<file path="src/rtl/udc_pkg.sv">
package udc_pkg;

  // ==========================================================
  // Geometry
  localparam int unsigned NCH          = 4;
  localparam int unsigned DATA_W       = 8;
  localparam int unsigned FIFO_DEPTH_D = 8;
  localparam int unsigned REC_W        = 13;

  // ==========================================================
  // I/O port map
  localparam logic [11:0] ADDR_STAT_CMD = 12'h00d0;
  localparam logic [11:0] ADDR_SOFT_REQ = 12'h00d2;
  localparam logic [11:0] ADDR_MASK     = 12'h00d4;
  localparam logic [11:0] ADDR_MODE     = 12'h00d6;

  // ==========================================================
  // Command register fields
  localparam int unsigned CMD_DACK_LOW = 7;
  localparam int unsigned CMD_DREQ_LOW = 6;
  localparam int unsigned CMD_EXT_WR   = 5;
  localparam int unsigned CMD_ROTATE   = 4;
  localparam int unsigned CMD_COMPRESS = 3;
  localparam int unsigned CMD_ENABLE   = 2;

  // ==========================================================
  // Mask and mode write fields
  localparam int unsigned SEL_MSB      = 1;
  localparam int unsigned SEL_LSB      = 0;
  localparam int unsigned MASK_SET_BIT = 2;
  localparam int unsigned MODE_MSB     = 7;
  localparam int unsigned MODE_LSB     = 2;

  // Stored per-channel mode, written bits 7:2 shifted down by two
  localparam int unsigned MD_XMODE_MSB = 5;
  localparam int unsigned MD_XMODE_LSB = 4;
  localparam int unsigned MD_DEC       = 3;
  localparam int unsigned MD_AUTO      = 2;
  localparam int unsigned MD_TYPE_MSB  = 1;
  localparam int unsigned MD_TYPE_LSB  = 0;

  // ==========================================================
  // Status register fields: channel index i (1 to 3) sits at i and 4+i; bits 0 and 4 stay zero
  localparam int unsigned STAT_TC_LSB  = 0;
  localparam int unsigned STAT_REQ_LSB = 4;

  // ==========================================================
  // Reset values
  localparam logic [7:0] CMD_RST  = 8'h00;
  localparam logic [3:0] MASK_RST = 4'hf;
  localparam logic [5:0] MODE_RST = 6'h00;

  // ==========================================================
  // Transfer timing in clock cycles
  localparam logic [2:0] CYC_NORMAL = 3'h4;
  localparam logic [2:0] CYC_COMP   = 3'h2;
  localparam logic [2:0] CNT_LAST   = 3'h1;
  localparam logic [2:0] CNT_ONE    = 3'h1;

  typedef enum logic [1:0] {
    XM_DEMAND, XM_SINGLE, XM_BLOCK, XM_CASCADE
  } udc_xmode_t;

  typedef enum logic [1:0] {
    XT_VERIFY, XT_MEMRD, XT_MEMWR, XT_RSVD
  } udc_xtype_t;

endpackage

</file>
<file path="src/rtl/udc_fifo.sv">
`timescale 1ns/1ps
module udc_fifo #(
  parameter int unsigned WIDTH = 8,
  parameter int unsigned DEPTH = 8
) (
  input  wire logic             clk,
  input  wire logic             rst,
  input  wire logic             in_valid,
  input  wire logic [WIDTH-1:0] in_data,
  output logic                  in_ready,
  output logic                  out_valid,
  output logic      [WIDTH-1:0] out_data,
  input  wire logic             out_ready
);

  localparam int unsigned AW = (DEPTH > 1) ? $clog2(DEPTH) : 1;

  // ==========================================================
  // Elaboration check
  if (DEPTH < 2 || (1 << AW) != DEPTH || WIDTH < 1) begin : g_bad
    $error("udc_fifo: DEPTH must be a power of two of at least 2");
  end

  typedef struct packed {
    logic [DEPTH-1:0][WIDTH-1:0] mem;
    logic [AW:0]                 wp;
    logic [AW:0]                 rp;
  } udc_fifo_st_t;

  udc_fifo_st_t st_ff;
  udc_fifo_st_t nxt_st;
  logic         full;
  logic         empty;

  // ==========================================================
  // Pointers carry one wrap bit so full and empty stay distinct
  assign full      = (st_ff.wp[AW] != st_ff.rp[AW]) &&
                     (st_ff.wp[AW-1:0] == st_ff.rp[AW-1:0]);
  assign empty     = (st_ff.wp == st_ff.rp);
  assign in_ready  = !full;
  assign out_valid = !empty;
  assign out_data  = st_ff.mem[st_ff.rp[AW-1:0]];

  always_comb begin
    nxt_st = st_ff;
    if (in_valid && !full) begin
      nxt_st.mem[st_ff.wp[AW-1:0]] = in_data;
      nxt_st.wp = st_ff.wp + 1'b1;
    end
    if (out_ready && !empty) begin
      nxt_st.rp = st_ff.rp + 1'b1;
    end
  end

  always_ff @(posedge clk or posedge rst) begin
    if (rst) begin
      st_ff <= '0;
    end else begin
      st_ff <= nxt_st;
    end
  end

endmodule

</file>
<file path="src/rtl/udc_ctrl.sv">
`timescale 1ns/1ps
// Behaviour
// RULE_01: Status bits 3,2,1 show terminal count of channels 7,6,5; bits 4,0 zero.
// RULE_02: Command bit 7 sets acknowledge polarity: 0 active high, 1 active low.
// RULE_03: Command bit 6 sets request polarity: 0 active high, 1 active low.
// RULE_04: Command bit 5 picks late write (0) or extended write (1) strobe.
// RULE_05: Command bit 4 picks fixed (0) or rotating (1) channel priority.
// RULE_06: Command bit 3 picks normal (0) or compressed (1) transfer timing.
// RULE_07: Command bit 2 enables channels 7-4; when zero no transfers happen.
// RULE_08: Software writes zero to command bits 1 and 0.
// RULE_09: Software request writes are accepted but never start a transfer.
// RULE_10: Software request: bit 2 set/reset, bits 1:0 pick 5-7, never 00.
// RULE_11: Mask write sets the chosen mask if bit 2 is one, else clears it.
// RULE_12: Mask write bits 1:0 pick channel 4,5,6,7 by codes 00 to 11.
// RULE_13: Mode bits 7:6 pick demand, single, block or cascade transfer mode.
// RULE_14: Mode bit 5 picks address increment (0) or decrement (1).
// RULE_15: Mode bit 4 enables address and count reload after terminal count.
// RULE_16: Mode bits 3:2: verify, memory read, memory write; 11 is reserved.
// RULE_17: Status bits 7,6,5 show pending requests of channels 7,6,5.
// RULE_18: Software programs channel 4 as cascade; reset leaves it otherwise.
// RULE_19: Mask and mode writes change only the selected channel.
module udc_ctrl
  import udc_pkg::*;
#(
  parameter int unsigned FIFO_DEPTH = udc_pkg::FIFO_DEPTH_D
) (
  input  wire logic        ref_clk,
  input  wire logic        rst,
  input  wire logic [11:0] io_addr,
  input  wire logic [7:0]  io_wdata,
  input  wire logic        io_wr,
  input  wire logic        io_rd,
  output logic      [7:0]  io_rdata,
  input  wire logic [3:0]  dreq_pin,
  output logic      [3:0]  dack_pin,
  input  wire logic [3:0]  term_count,
  output logic      [3:0]  reload_ch,
  input  wire logic [7:0]  dev_data,
  output logic             wr_strobe,
  output logic             mem_valid,
  input  wire logic        mem_ready,
  output logic      [1:0]  mem_chan,
  output logic      [1:0]  mem_type,
  output logic             mem_dec,
  output logic      [7:0]  mem_data
);
  import udc_pkg::*;

  typedef enum logic [1:0] {ST_IDLE, ST_XFER, ST_CASC} udc_state_t;

  typedef struct packed {
    logic [3:0]      s1;
    logic [3:0]      s2;
    logic [3:0]      s3;
    logic [3:0]      req;
    logic [7:0]      cmd;
    logic [3:0]      mask;
    logic [3:0][5:0] mode;
    logic [3:0]      tc;
    logic [1:0]      prio;
    udc_state_t      state;
    logic [1:0]      ch;
    logic [2:0]      cnt;
    logic [3:0]      reload;
    logic [7:0]      rdata;
  } udc_st_t;

  udc_st_t              st_ff;
  udc_st_t              nxt_st;
  logic [3:0]           active;
  logic [3:0]           elig;
  logic [2:0]           found;
  logic [5:0]           cur_mode;
  udc_xmode_t           cur_xmode;
  udc_xtype_t           cur_type;
  logic [2:0]           cyc;
  logic                 last;
  logic                 done;
  logic                 push;
  logic                 fifo_ready;
  logic [REC_W-1:0]     rec_out;
  logic [3:0]           gnt;

  // ==========================================================
  // Arbitration helper: first requester starting from slot s
  function automatic logic [2:0] pick(input logic [3:0] r,
                                      input logic [1:0] s);
    logic [1:0] j;
    pick = '0;
    for (int i = 3; i >= 0; i--) begin
      j = 2'(s + 2'(i));
      if (r[j]) pick = {1'b1, j};
    end
  endfunction

  // ==========================================================
  // Request qualification
  assign active    = st_ff.req ^ {4{st_ff.cmd[CMD_DREQ_LOW]}};   // [RULE_03]
  assign elig      = active & ~st_ff.mask &
                     {4{st_ff.cmd[CMD_ENABLE]}};            // [RULE_07] [RULE_11]
  assign found     = pick(elig, st_ff.cmd[CMD_ROTATE] ?
                          st_ff.prio : 2'h0);                      // [RULE_05]
  assign cur_mode  = st_ff.mode[st_ff.ch];
  assign cur_xmode = udc_xmode_t'(cur_mode[MD_XMODE_MSB:MD_XMODE_LSB]);
  assign cur_type  = udc_xtype_t'(cur_mode[MD_TYPE_MSB:MD_TYPE_LSB]);
  assign cyc       = st_ff.cmd[CMD_COMPRESS] ? CYC_COMP :
                     CYC_NORMAL;                                   // [RULE_06]
  assign last      = (st_ff.state == ST_XFER) && (st_ff.cnt == CNT_LAST);
  // A full FIFO stretches the last cycle instead of dropping the word
  assign done      = last && (cur_type == XT_VERIFY || fifo_ready);
  assign push      = done && (cur_type != XT_VERIFY);              // [RULE_16]

  always_comb begin
    nxt_st        = st_ff;
    nxt_st.reload = '0;
    nxt_st.s1     = dreq_pin;
    nxt_st.s2     = st_ff.s1;
    nxt_st.s3     = st_ff.s2;
    if (st_ff.s2 == st_ff.s3) begin
      nxt_st.req = st_ff.s3;
    end

    // ========================================================
    // Register writes
    if (io_wr) begin
      if (io_addr == ADDR_STAT_CMD) begin
        nxt_st.cmd = io_wdata;                                     // [RULE_08]
      end else if (io_addr == ADDR_SOFT_REQ) begin
        nxt_st.cmd = st_ff.cmd;                          // [RULE_09] [RULE_10]
      end else if (io_addr == ADDR_MASK) begin
        nxt_st.mask[io_wdata[SEL_MSB:SEL_LSB]] =
          io_wdata[MASK_SET_BIT];                      // [RULE_11] [RULE_12]
      end else if (io_addr == ADDR_MODE) begin
        nxt_st.mode[io_wdata[SEL_MSB:SEL_LSB]] =
          io_wdata[MODE_MSB:MODE_LSB];       // [RULE_13] [RULE_14] [RULE_19]
      end
    end

    // ========================================================
    // Register reads; reading status clears the sticky counts
    if (io_rd) begin
      if (io_addr == ADDR_STAT_CMD) begin
        nxt_st.rdata = '0;
        nxt_st.rdata[STAT_REQ_LSB+1 +: 3] = active[3:1];           // [RULE_17]
        nxt_st.rdata[STAT_TC_LSB+1 +: 3]  = st_ff.tc[3:1];         // [RULE_01]
        nxt_st.tc = '0;
      end else if (io_addr == ADDR_MASK) begin
        nxt_st.rdata = {4'h0, st_ff.mask};
      end else begin
        nxt_st.rdata = '0;
      end
    end

    // ========================================================
    // Service sequencer
    case (st_ff.state)
      ST_IDLE: begin
        if (found[2]) begin
          nxt_st.ch = found[1:0];
          if (st_ff.mode[found[1:0]][MD_XMODE_MSB:MD_XMODE_LSB] ==
              XM_CASCADE) begin
            nxt_st.state = ST_CASC;                                // [RULE_13]
          end else begin
            nxt_st.state = ST_XFER;
            nxt_st.cnt   = cyc;                                    // [RULE_06]
          end
        end
      end
      ST_XFER: begin
        if (!last) begin
          nxt_st.cnt = st_ff.cnt - CNT_ONE;
        end else if (done) begin
          if (st_ff.cmd[CMD_ROTATE]) begin
            nxt_st.prio = 2'(st_ff.ch + 2'h1);                     // [RULE_05]
          end
          if (term_count[st_ff.ch]) begin
            // Set wins over a status-read clear in the same cycle
            nxt_st.tc[st_ff.ch] = 1'b1;
            if (cur_mode[MD_AUTO]) begin
              nxt_st.reload[st_ff.ch] = 1'b1;                      // [RULE_15]
            end else begin
              nxt_st.mask[st_ff.ch] = 1'b1;
            end
            nxt_st.state = ST_IDLE;
          end else if ((cur_xmode == XM_DEMAND && elig[st_ff.ch]) ||
                       (cur_xmode == XM_BLOCK && st_ff.cmd[CMD_ENABLE] &&
                        !st_ff.mask[st_ff.ch])) begin              // [RULE_13]
            nxt_st.cnt = cyc;
          end else begin
            nxt_st.state = ST_IDLE;
          end
        end
      end
      ST_CASC: begin
        if (!elig[st_ff.ch]) begin
          nxt_st.state = ST_IDLE;                                  // [RULE_07]
        end
      end
      default: begin
        nxt_st.state = ST_IDLE;
      end
    endcase
  end

  always_ff @(posedge ref_clk or posedge rst) begin
    if (rst) begin
      st_ff      <= '0;
      st_ff.cmd  <= CMD_RST;
      st_ff.mask <= MASK_RST;
      st_ff.mode <= {4{MODE_RST}};                                 // [RULE_18]
    end else begin
      st_ff <= nxt_st;
    end
  end

  // ==========================================================
  // Outputs
  assign gnt       = (st_ff.state == ST_IDLE) ? 4'h0 : (4'h1 << st_ff.ch);
  assign dack_pin  = gnt ^ {4{st_ff.cmd[CMD_DACK_LOW]}};           // [RULE_02]
  assign wr_strobe = (st_ff.state == ST_XFER) &&
                     (cur_type != XT_VERIFY) &&
                     (st_ff.cmd[CMD_EXT_WR] || last);              // [RULE_04]
  assign io_rdata  = st_ff.rdata;
  assign reload_ch = st_ff.reload;
  assign mem_chan  = rec_out[12:11];
  assign mem_type  = rec_out[10:9];
  assign mem_dec   = rec_out[8];
  assign mem_data  = rec_out[7:0];

  // Direction travels with each word so the address side never looks back
  udc_fifo #(
    .WIDTH (REC_W),
    .DEPTH (FIFO_DEPTH)
  ) u_fifo (
    .clk       (ref_clk),
    .rst       (rst),
    .in_valid  (push),
    .in_data   ({st_ff.ch, cur_type, cur_mode[MD_DEC],
                 dev_data}),                                       // [RULE_14]
    .in_ready  (fifo_ready),
    .out_valid (mem_valid),
    .out_data  (rec_out),
    .out_ready (mem_ready)
  );

  function automatic logic [3:0][5:0] keep(input logic [1:0] s);
    keep    = {4{6'h3f}};
    keep[s] = 6'h00;
  endfunction
endmodule

</file>
<file path="config.mk">
export PLATFORM = sky130hd
export DESIGN_NAME = udc_ctrl
export DESIGN_NICKNAME = d
export VERILOG_FILES = /design/src/rtl/udc_pkg.sv /design/src/rtl/udc_fifo.sv /design/src/rtl/udc_ctrl.sv
export SDC_FILE = /design/constraint.sdc
export NUM_CORES = 1
export LEC_CHECK = 0
export ABC_AREA = 1
export BUFFER_PORTS_ARGS = -buffer_cell sky130_fd_sc_hd__buf_2
export CELL_PAD_IN_SITES_DETAIL_PLACEMENT = 0
export CELL_PAD_IN_SITES_GLOBAL_PLACEMENT = 2
export CORE_AREA = 2 2 169 171
export CTS_CLUSTER_DIAMETER = 200
export DETAILED_ROUTE_END_ITERATION = 10
export DIE_AREA = 0 0 171 173
export HOLD_SLACK_MARGIN = 0.02
export PLACE_DENSITY = 0.76
export REMOVE_ABC_BUFFERS = 1
export SLEW_MARGIN = 0
export SYNTH_ARGS = -nofsm -noshare
export SYNTH_HDL_FRONTEND = slang
export SYNTH_SLANG_ARGS = --single-unit
</file>
<file path="constraint.sdc">
create_clock -name ref_clk -period 5.1 [get_ports ref_clk]
set_clock_uncertainty 0.05 [all_clocks]
set_input_delay 0 -clock ref_clk [delete_from_list [all_inputs] [get_ports ref_clk]]
set_output_delay 0 -clock ref_clk [all_outputs]
set_load 0.02 [all_outputs]
</file>
## After elaboration in Yosys (flattened, before gate mapping)

Cells that the tools add are included.

| storage, ports and cells | value |
|---|---|
| bits in registers | 189 |
| input bits | 41 |
| output and inout bits | 31 |
| word-level logic and storage cells | 184 |

| operators by class | value |
|---|---|
| add/sub/neg operators | 7 |
| magnitude comparators | 12 |
| eq/ne operators | 22 |
| shifts and indexed selects | 1 |
| mux-type cells | 74 |
| bitwise operators | 10 |
| reductions and logical operators | 31 |

Operators by type and width:

| kind | number |
|---|---|
| bitwise mux 104 bit | 1 |
| 2-to-1 mux 28 bit | 3 |
| 2-to-1 mux 4 bit | 15 |
| == test 12 x 8 -> 1 bit, second input constant | 4 |
| 2-to-1 mux 24 bit | 2 |
| binary-select mux 13 bit (select 3 bit) | 1 |
| demux 13 bit (select 3 bit) | 1 |
| 2-to-1 mux 3 bit | 9 |
| 2-to-1 mux 13 bit | 2 |
| binary-select mux 6 bit (select 2 bit) | 2 |
| bitwise mux 24 bit | 1 |
| 2-to-1 mux 6 bit | 4 |
| 2-to-1 mux 8 bit | 3 |
| < comparator 2 x 3 -> 1 bit, second input constant | 7 |
| binary-select mux 1 bit (select 2 bit) | 7 |
| logical AND 1 bit | 14 |
| 2-to-1 mux 7 bit | 2 |
| demux 6 bit (select 2 bit) | 1 |
| 2-to-1 mux 2 bit | 6 |
| != test 3 bit, second input constant | 4 |
| != test 2 bit, second input constant | 5 |
| AND reduction 5 bit | 2 |
| 2-to-1 mux 1 bit | 9 |
| adder 4 x 1 -> 4 bit, second input constant | 2 |
| 29 further kinds | 50 |

## Depth between registers and ports, before layout

| depth | value |
|---|---|
| depth after elaboration | 16 |
| gate-level depth with buffers | 19 |
| mapped depth without buffers | 19 |

## Hierarchy

Synthesis repeated with hierarchy kept, for this count alone.

| second synthesis, totals | value |
|---|---|
| cells, all modules | 1258 |
| area total of the unflattened synthesis | 9743.1 sq um |

By module, submodules not included:

| module | times used | cells an instance | area each (sq um) |
|---|---|---|---|
| udc_fifo | 1 | 765 | 5839.4 |
| udc_ctrl | 1 | 493 | 3903.7 |

## Worst setup path before layout

OpenSTA, ideal clock, no wires.

| path | value |
|---|---|
| path kind | register to register |
| start | reg st_ff[15] (netlist bit) |
| end | reg u_fifo.st_ff[32] (netlist bit) |
| library setup time | 0.131 ns |
| data arrival time | 1.873 ns |
| slack | 3.046 ns |
| cell stages (with the launch flop) | 17 |
| buffers on the path | 2 |
| period minus slack after synthesis | 2.054 ns |
| cells stage by stage | dfrtp_1 > buf_6 > a21oi_1 > o21ai_1 > nand2_2 > nand2_2 > nand3b_2 > nand2_4 > nor2_8 > inv_2 > nor2_4 > inv_4 > nor2_8 > inv_2 > buf_4 > nand2_1 > o21ai_2 |

| on the way | value |
|---|---|
| word-level cells in the longest chain between the ends | 7 |
| elaborated cells on any way between the ends | 9 |
| classes of those cells | 3 x mux; 6 x reduce/logical |

RTL lines:

| element | RTL line | RTL |
|---|---|---|
| start: declaration | udc_ctrl.sv:68 | `udc_st_t st_ff;` |
| start signal: assignment | udc_ctrl.sv:212 | `st_ff <= nxt_st;` |
| binary-select mux 6 bit (select 2 bit) | udc_ctrl.sv:103 | `assign cur_mode = st_ff.mode[st_ff.ch];` |
| 2-to-1 mux 6 bit (not written as such) | udc_ctrl.sv:103 |  |
| zero test 2 bit | udc_ctrl.sv:110 | `assign done = last && (cur_type == XT_VERIFY \|\| fifo_ready);` |
| logical OR 1 bit | udc_ctrl.sv:110 |  |
| logical AND 1 bit | udc_ctrl.sv:110 |  |
| logical AND 1 bit | udc_ctrl.sv:111 | `assign push = done && (cur_type != XT_VERIFY);` |
| logical AND 1 bit | udc_fifo.sv:46 | `if (in_valid && !full) begin` |
| end signal: assignment | udc_fifo.sv:59 | `st_ff <= nxt_st;` |
| end: declaration | udc_fifo.sv:30 | `udc_fifo_st_t st_ff;` |

Parallel ways exist; a longest one is shown, timed or not. The select of a mux whose other input is x is not followed.
A chain may end at the register's enable or synchronous reset.

## Final worst setup path

| path | value |
|---|---|
| start | reg u_fifo.st_ff[0] (netlist bit) |
| end | out mem_type[0] |

| on the way | value |
|---|---|
| word-level cells in the longest chain between the ends | 2 |

RTL lines:

| element | RTL line | RTL |
|---|---|---|
| binary-select mux 13 bit (select 3 bit) | udc_fifo.sv:42 | `assign out_data = st_ff.mem[st_ff.rp[AW-1:0]];` |
| 2-to-1 mux 13 bit (not written as such) | udc_fifo.sv:42 |  |
| end: declaration | udc_ctrl.sv:43 | `output logic [1:0] mem_type,` |

Every way passes these cells. The select of a mux whose other input is x is not followed.

==> results.md <==
Place:
- The number of buffer cells added on primary ports is 70.
- The routability-driven placement congestion ratio is 0.7785.
- The post-placement setup slack is 2.270 ns.
- The placed instances occupy a cell area of 0.009623 mm^2.
- The placed wire-length estimate after detailed placement is 15400 um.

Layout:
- The synthesis-to-layout area growth is 16.01%.
- The post-route netlist has 13.47% of its cells at a drive strength greater than 1.
- Fill cells in the final layout number 2903.
- The final layout net count is 1187.
- The post-route cell area is 0.01054 mm^2.

STA:
- The number of max-slew violations in the final report is 0.
- Setup violations remaining at the end of the flow were counted as 0.
- Static timing analysis puts the maximum clock frequency at 344.7 MHz.
- The final critical-path share of the clock period is 56.88%.
- Setup slack closes at 2.199 ns.
- The sum of negative setup slack is 0 ns.
- Setup repair after global routing left no endpoint under its margin.
- The final number of hold-violating endpoints was 0.
- Subtracting the final worst setup slack from the clock period gives 2.901 ns.
- In this run the tightest slew margin relative to its limit is 30.14%.
- The transition time at the pin with the least slew margin is 1.038 ns.

GRT:
- The largest net degree at the start of global routing is 144.
- In the global route stage, overall resource usage came out at 16.81%.
- The via count of the first global-routing pass was 7103.
- The global-route wire length before repair is 38710 um.
- For this run the aggregate overflow at the end of global routing stands at 0.
- The initial antenna violation count came to 1.

Detailed routing:
- For this block, wires on met1 add up to 11040 um.
- The count of routing violations after the opening detailed-route iteration is 504.
- Dividing the detail-routed wire length by the instance count gives 15.45 um.
- The number of nets with antenna violations after detailed routing is 0.
- Dividing the detail-routed via count by the number of cells gives 4.677.
- Summed over all nets, wire length on met2 after detailed routing comes to 11720 um.
- After detailed routing, the met3 layer carries 608 um of wire.
- The first detailed-routing pass took 5 iterations.
- The post-detailed-route DRC marker count is 0.
- The via total after detailed routing is 7156.
- The top layer used by detailed routing is met4.
- The sum of routed wire length over all layers is 23640 um.

Yosys:
- By count the netlist is led by nand2_1 (263), dfrtp_1 (181), o21ai_0 (153), inv_1 (104), a21oi_1 (56).
- The area of the mapped netlist is 0.009084 mm^2.
- For this run, the number of Yosys warnings is 0.
- Synthesis instantiated 49 different standard cells from the library.
- Sequential elements use 51.02% of the synthesized area.
- The biggest area consumer among synthesized cells is dfrtp_1.
- The number of cells produced by synthesis is 1067.
- The prevailing post-synth register cell is dfrtp_1.
- A synthesized cell averages 8.513 um^2.
- The most common cell in the synthesized netlist is nand2_1.
- After synthesis, the share of flip-flops with an asynchronous set or reset is 100.0%.
- Yosys mapped a number of flops with a built-in enable equal to 0.
- After synthesis, the largest area contributor takes up 49.86% of total cell area.
- The number of storage elements in the synthesis netlist is 185.
- By area the synthesized netlist is led by dfrtp_1 (50%), nand2_1 (11%), o21ai_0 (8.4%).

Setup path:
- In this run the worst path has a maximum fanout of 42.
- The element type at the critical path start is a register.
- The data required time of the critical path is 5.05 ns.
- STA classifies the critical path endpoint as a primary output.
- The data arrival time of the worst path is 2.85 ns.
- The kind of critical path is reg -> out.

Floorplan:
- The horizontal extent of the die is 171 um.
- The floorplan step defined a core boundary enclosing 0.02763 mm^2.
- The number of primary I/O pins is 72.
- Once the floorplan was initialized, standard cells occupied 32.88% of the core.
- The initialized floorplan defines 61 standard-cell rows.
- The die covers 0.02958 mm^2.
- The y dimension of the die is 173 um.

Power and ir drop:
- The power density of the placed cells is 374.0 mW/mm^2.
- The post-route total power is 3941 uW.
- Across the VDD grid, the largest voltage drop is 0.1574 mV.
- In this run the static leakage power is 0.005003 uW.

CTS:
- Clock tree synthesis selected as its root buffer the cell clkbuf_16.
- The register clock-pin slew on the reported worst setup and hold paths is 0.08 ns.
- CTS saw 185 sinks.
- The clock network latency to the later pin of the worst-skew pair is 0.43 ns.
- The clock passes through at most 2 buffers.
- Once the clock tree was built, the resizer swapped 0 gates to a different size.
- TritonCTS built the clock tree.
- The number of CTS-inserted buffers is 17.
- In this run the number of H-tree levels came out at 4.

Flow run:
- The tool flagged a number of max-cap violations equal to 0.

Worst hold path:
- The min-delay analysis places its worst path in the category in -> reg.

Outcome:
- The flow ran to the end, and the final reports show no timing, DRC or antenna violations.
worst max-delay path, stage by stage, from the launching register on:
cell and delay [ns]:
dfrtp_1 0.40, buf_4 0.26, inv_2 0.39, buf_4 0.47
nor2_1 0.06, o21ai_0 0.17, a21oi_1 0.07, a31oi_1 0.32
buf_2 0.23
placed cells by master (no fill, tap or decap), types with 3 or more instances in the layout:
cell,count
o21ai_0,153
ha_1,8
mux2_2,3
nand2_1,263
a31oi_1,14
inv_6,4
o21ai_2,10
o21ai_1,17
nand3_1,34
buf_2,70
inv_1,102
nor3_1,4
a21oi_1,56
nand2_2,3
nor2_1,47
o221ai_1,3
xnor2_1,6
o22ai_1,4
clkbuf_16,17
nor2_4,4
dfstp_2,4
inv_8,5
o21a_1,37
nor4_1,3
dlygate4sd3_1,34
buf_4,7
nor2_8,4
nand4_1,5
xor2_1,12
a32oi_1,3
dfrtp_1,181
inv_2,7
routing by layer:
| layer | global-route usage [%] | up-vias |
|---|---|---|
| met5 | 0 | - |
| met4 | 3.425 | 0 |
| met3 | 3.227 | 15 |
| met2 | 29.23 | 102 |
| met1 | 21.67 | 3407 |
| li1 | - | 3632 |
final cells by class:
type | instances | area (um^2) | area share, %
clock buffers | 19 | 442.9 | 4.203
inverters | 113 | 434.2 | 4.120
flip-flops and latches | 185 | 4634 | 43.98
well taps | 378 | 473.0 | 4.488
diodes | 1 | 2.502 | 0.02375
multi-input cells | 710 | 3679 | 34.91
clock inverters | 13 | 128.9 | 1.223
repair buffers | 111 | 743.2 | 7.053
worst paths after layout:
check	startpoint	slack (ns)	depth (start not counted)	to
setup / recovery	u_fifo.st_ff[0]$_DFFE_PP0P_	2.20	8	mem_type[0]
hold / removal	term_count[3]	0.05	4	st_ff[22]$_DFF_PP0_
setup reg to reg	st_ff[16]$_DFFE_PP0P_	2.31	11	u_fifo.st_ff[68]$_DFFE_PP0P_
hold reg to reg	nxt_st[71]$_DFF_PP0_	0.30	0	nxt_st[67]$_DFF_PP0_
max in group asynchronous	rst	3.48	4	u_fifo.st_ff[70]$_DFFE_PP0P_
min in group asynchronous	rst	0.31	3	u_fifo.st_ff[106]$_DFFE_PP0P_
power by group:
group	total [uW]	internal, uW	switching, uW
logic	1050	323	729
registers	1580	1520	59.7
clock network	1310	664	647
flip-flops by register name, summed over array words and instances, names as in the netlist:
name / cells
io_rdata: 7
st_ff: 54
u_fifo.st_ff: 112
reload_ch: 4
nxt_st: 8
stage by stage:
stage | std cells | hold WS [ns] | util (%)
final | 1530 | 0.05500 | 38.14
after global routing | 1530 | 0.09637 | 38.14
after CTS | 1529 | 0.04981 | 38.13
after detailed placement | 1463 | 0.05992 | 34.83
after global placement | 1463 | 0.05929 | 34.83
after floorplan | 1008 | -0.01857 | -
cell families (layout without fill, tap and decap cells):
group | after synthesis | after routing | synth area share [%]
adder cells (fa/ha/maj) | 8 | 8 | 1.102
flip-flops | 185 | 185 | 51.02
buffers and inverters | 172 | 256 | 8.485
XOR/XNOR | 19 | 19 | 1.915
AO/OA/AOI/OAI | 299 | 299 | 18.47
other | 1 | 2 | 0.04128
AND/OR/NAND/NOR | 379 | 379 | 18.47
multiplexers | 4 | 4 | 0.4958
what timing repair did:
item / CTS / global route
hold buffers: 34 / 0
hold endpoints to repair: 251 / 0
setup buffers: 0 / 0
No activity file was read; power rests on OpenSTA's default activity.
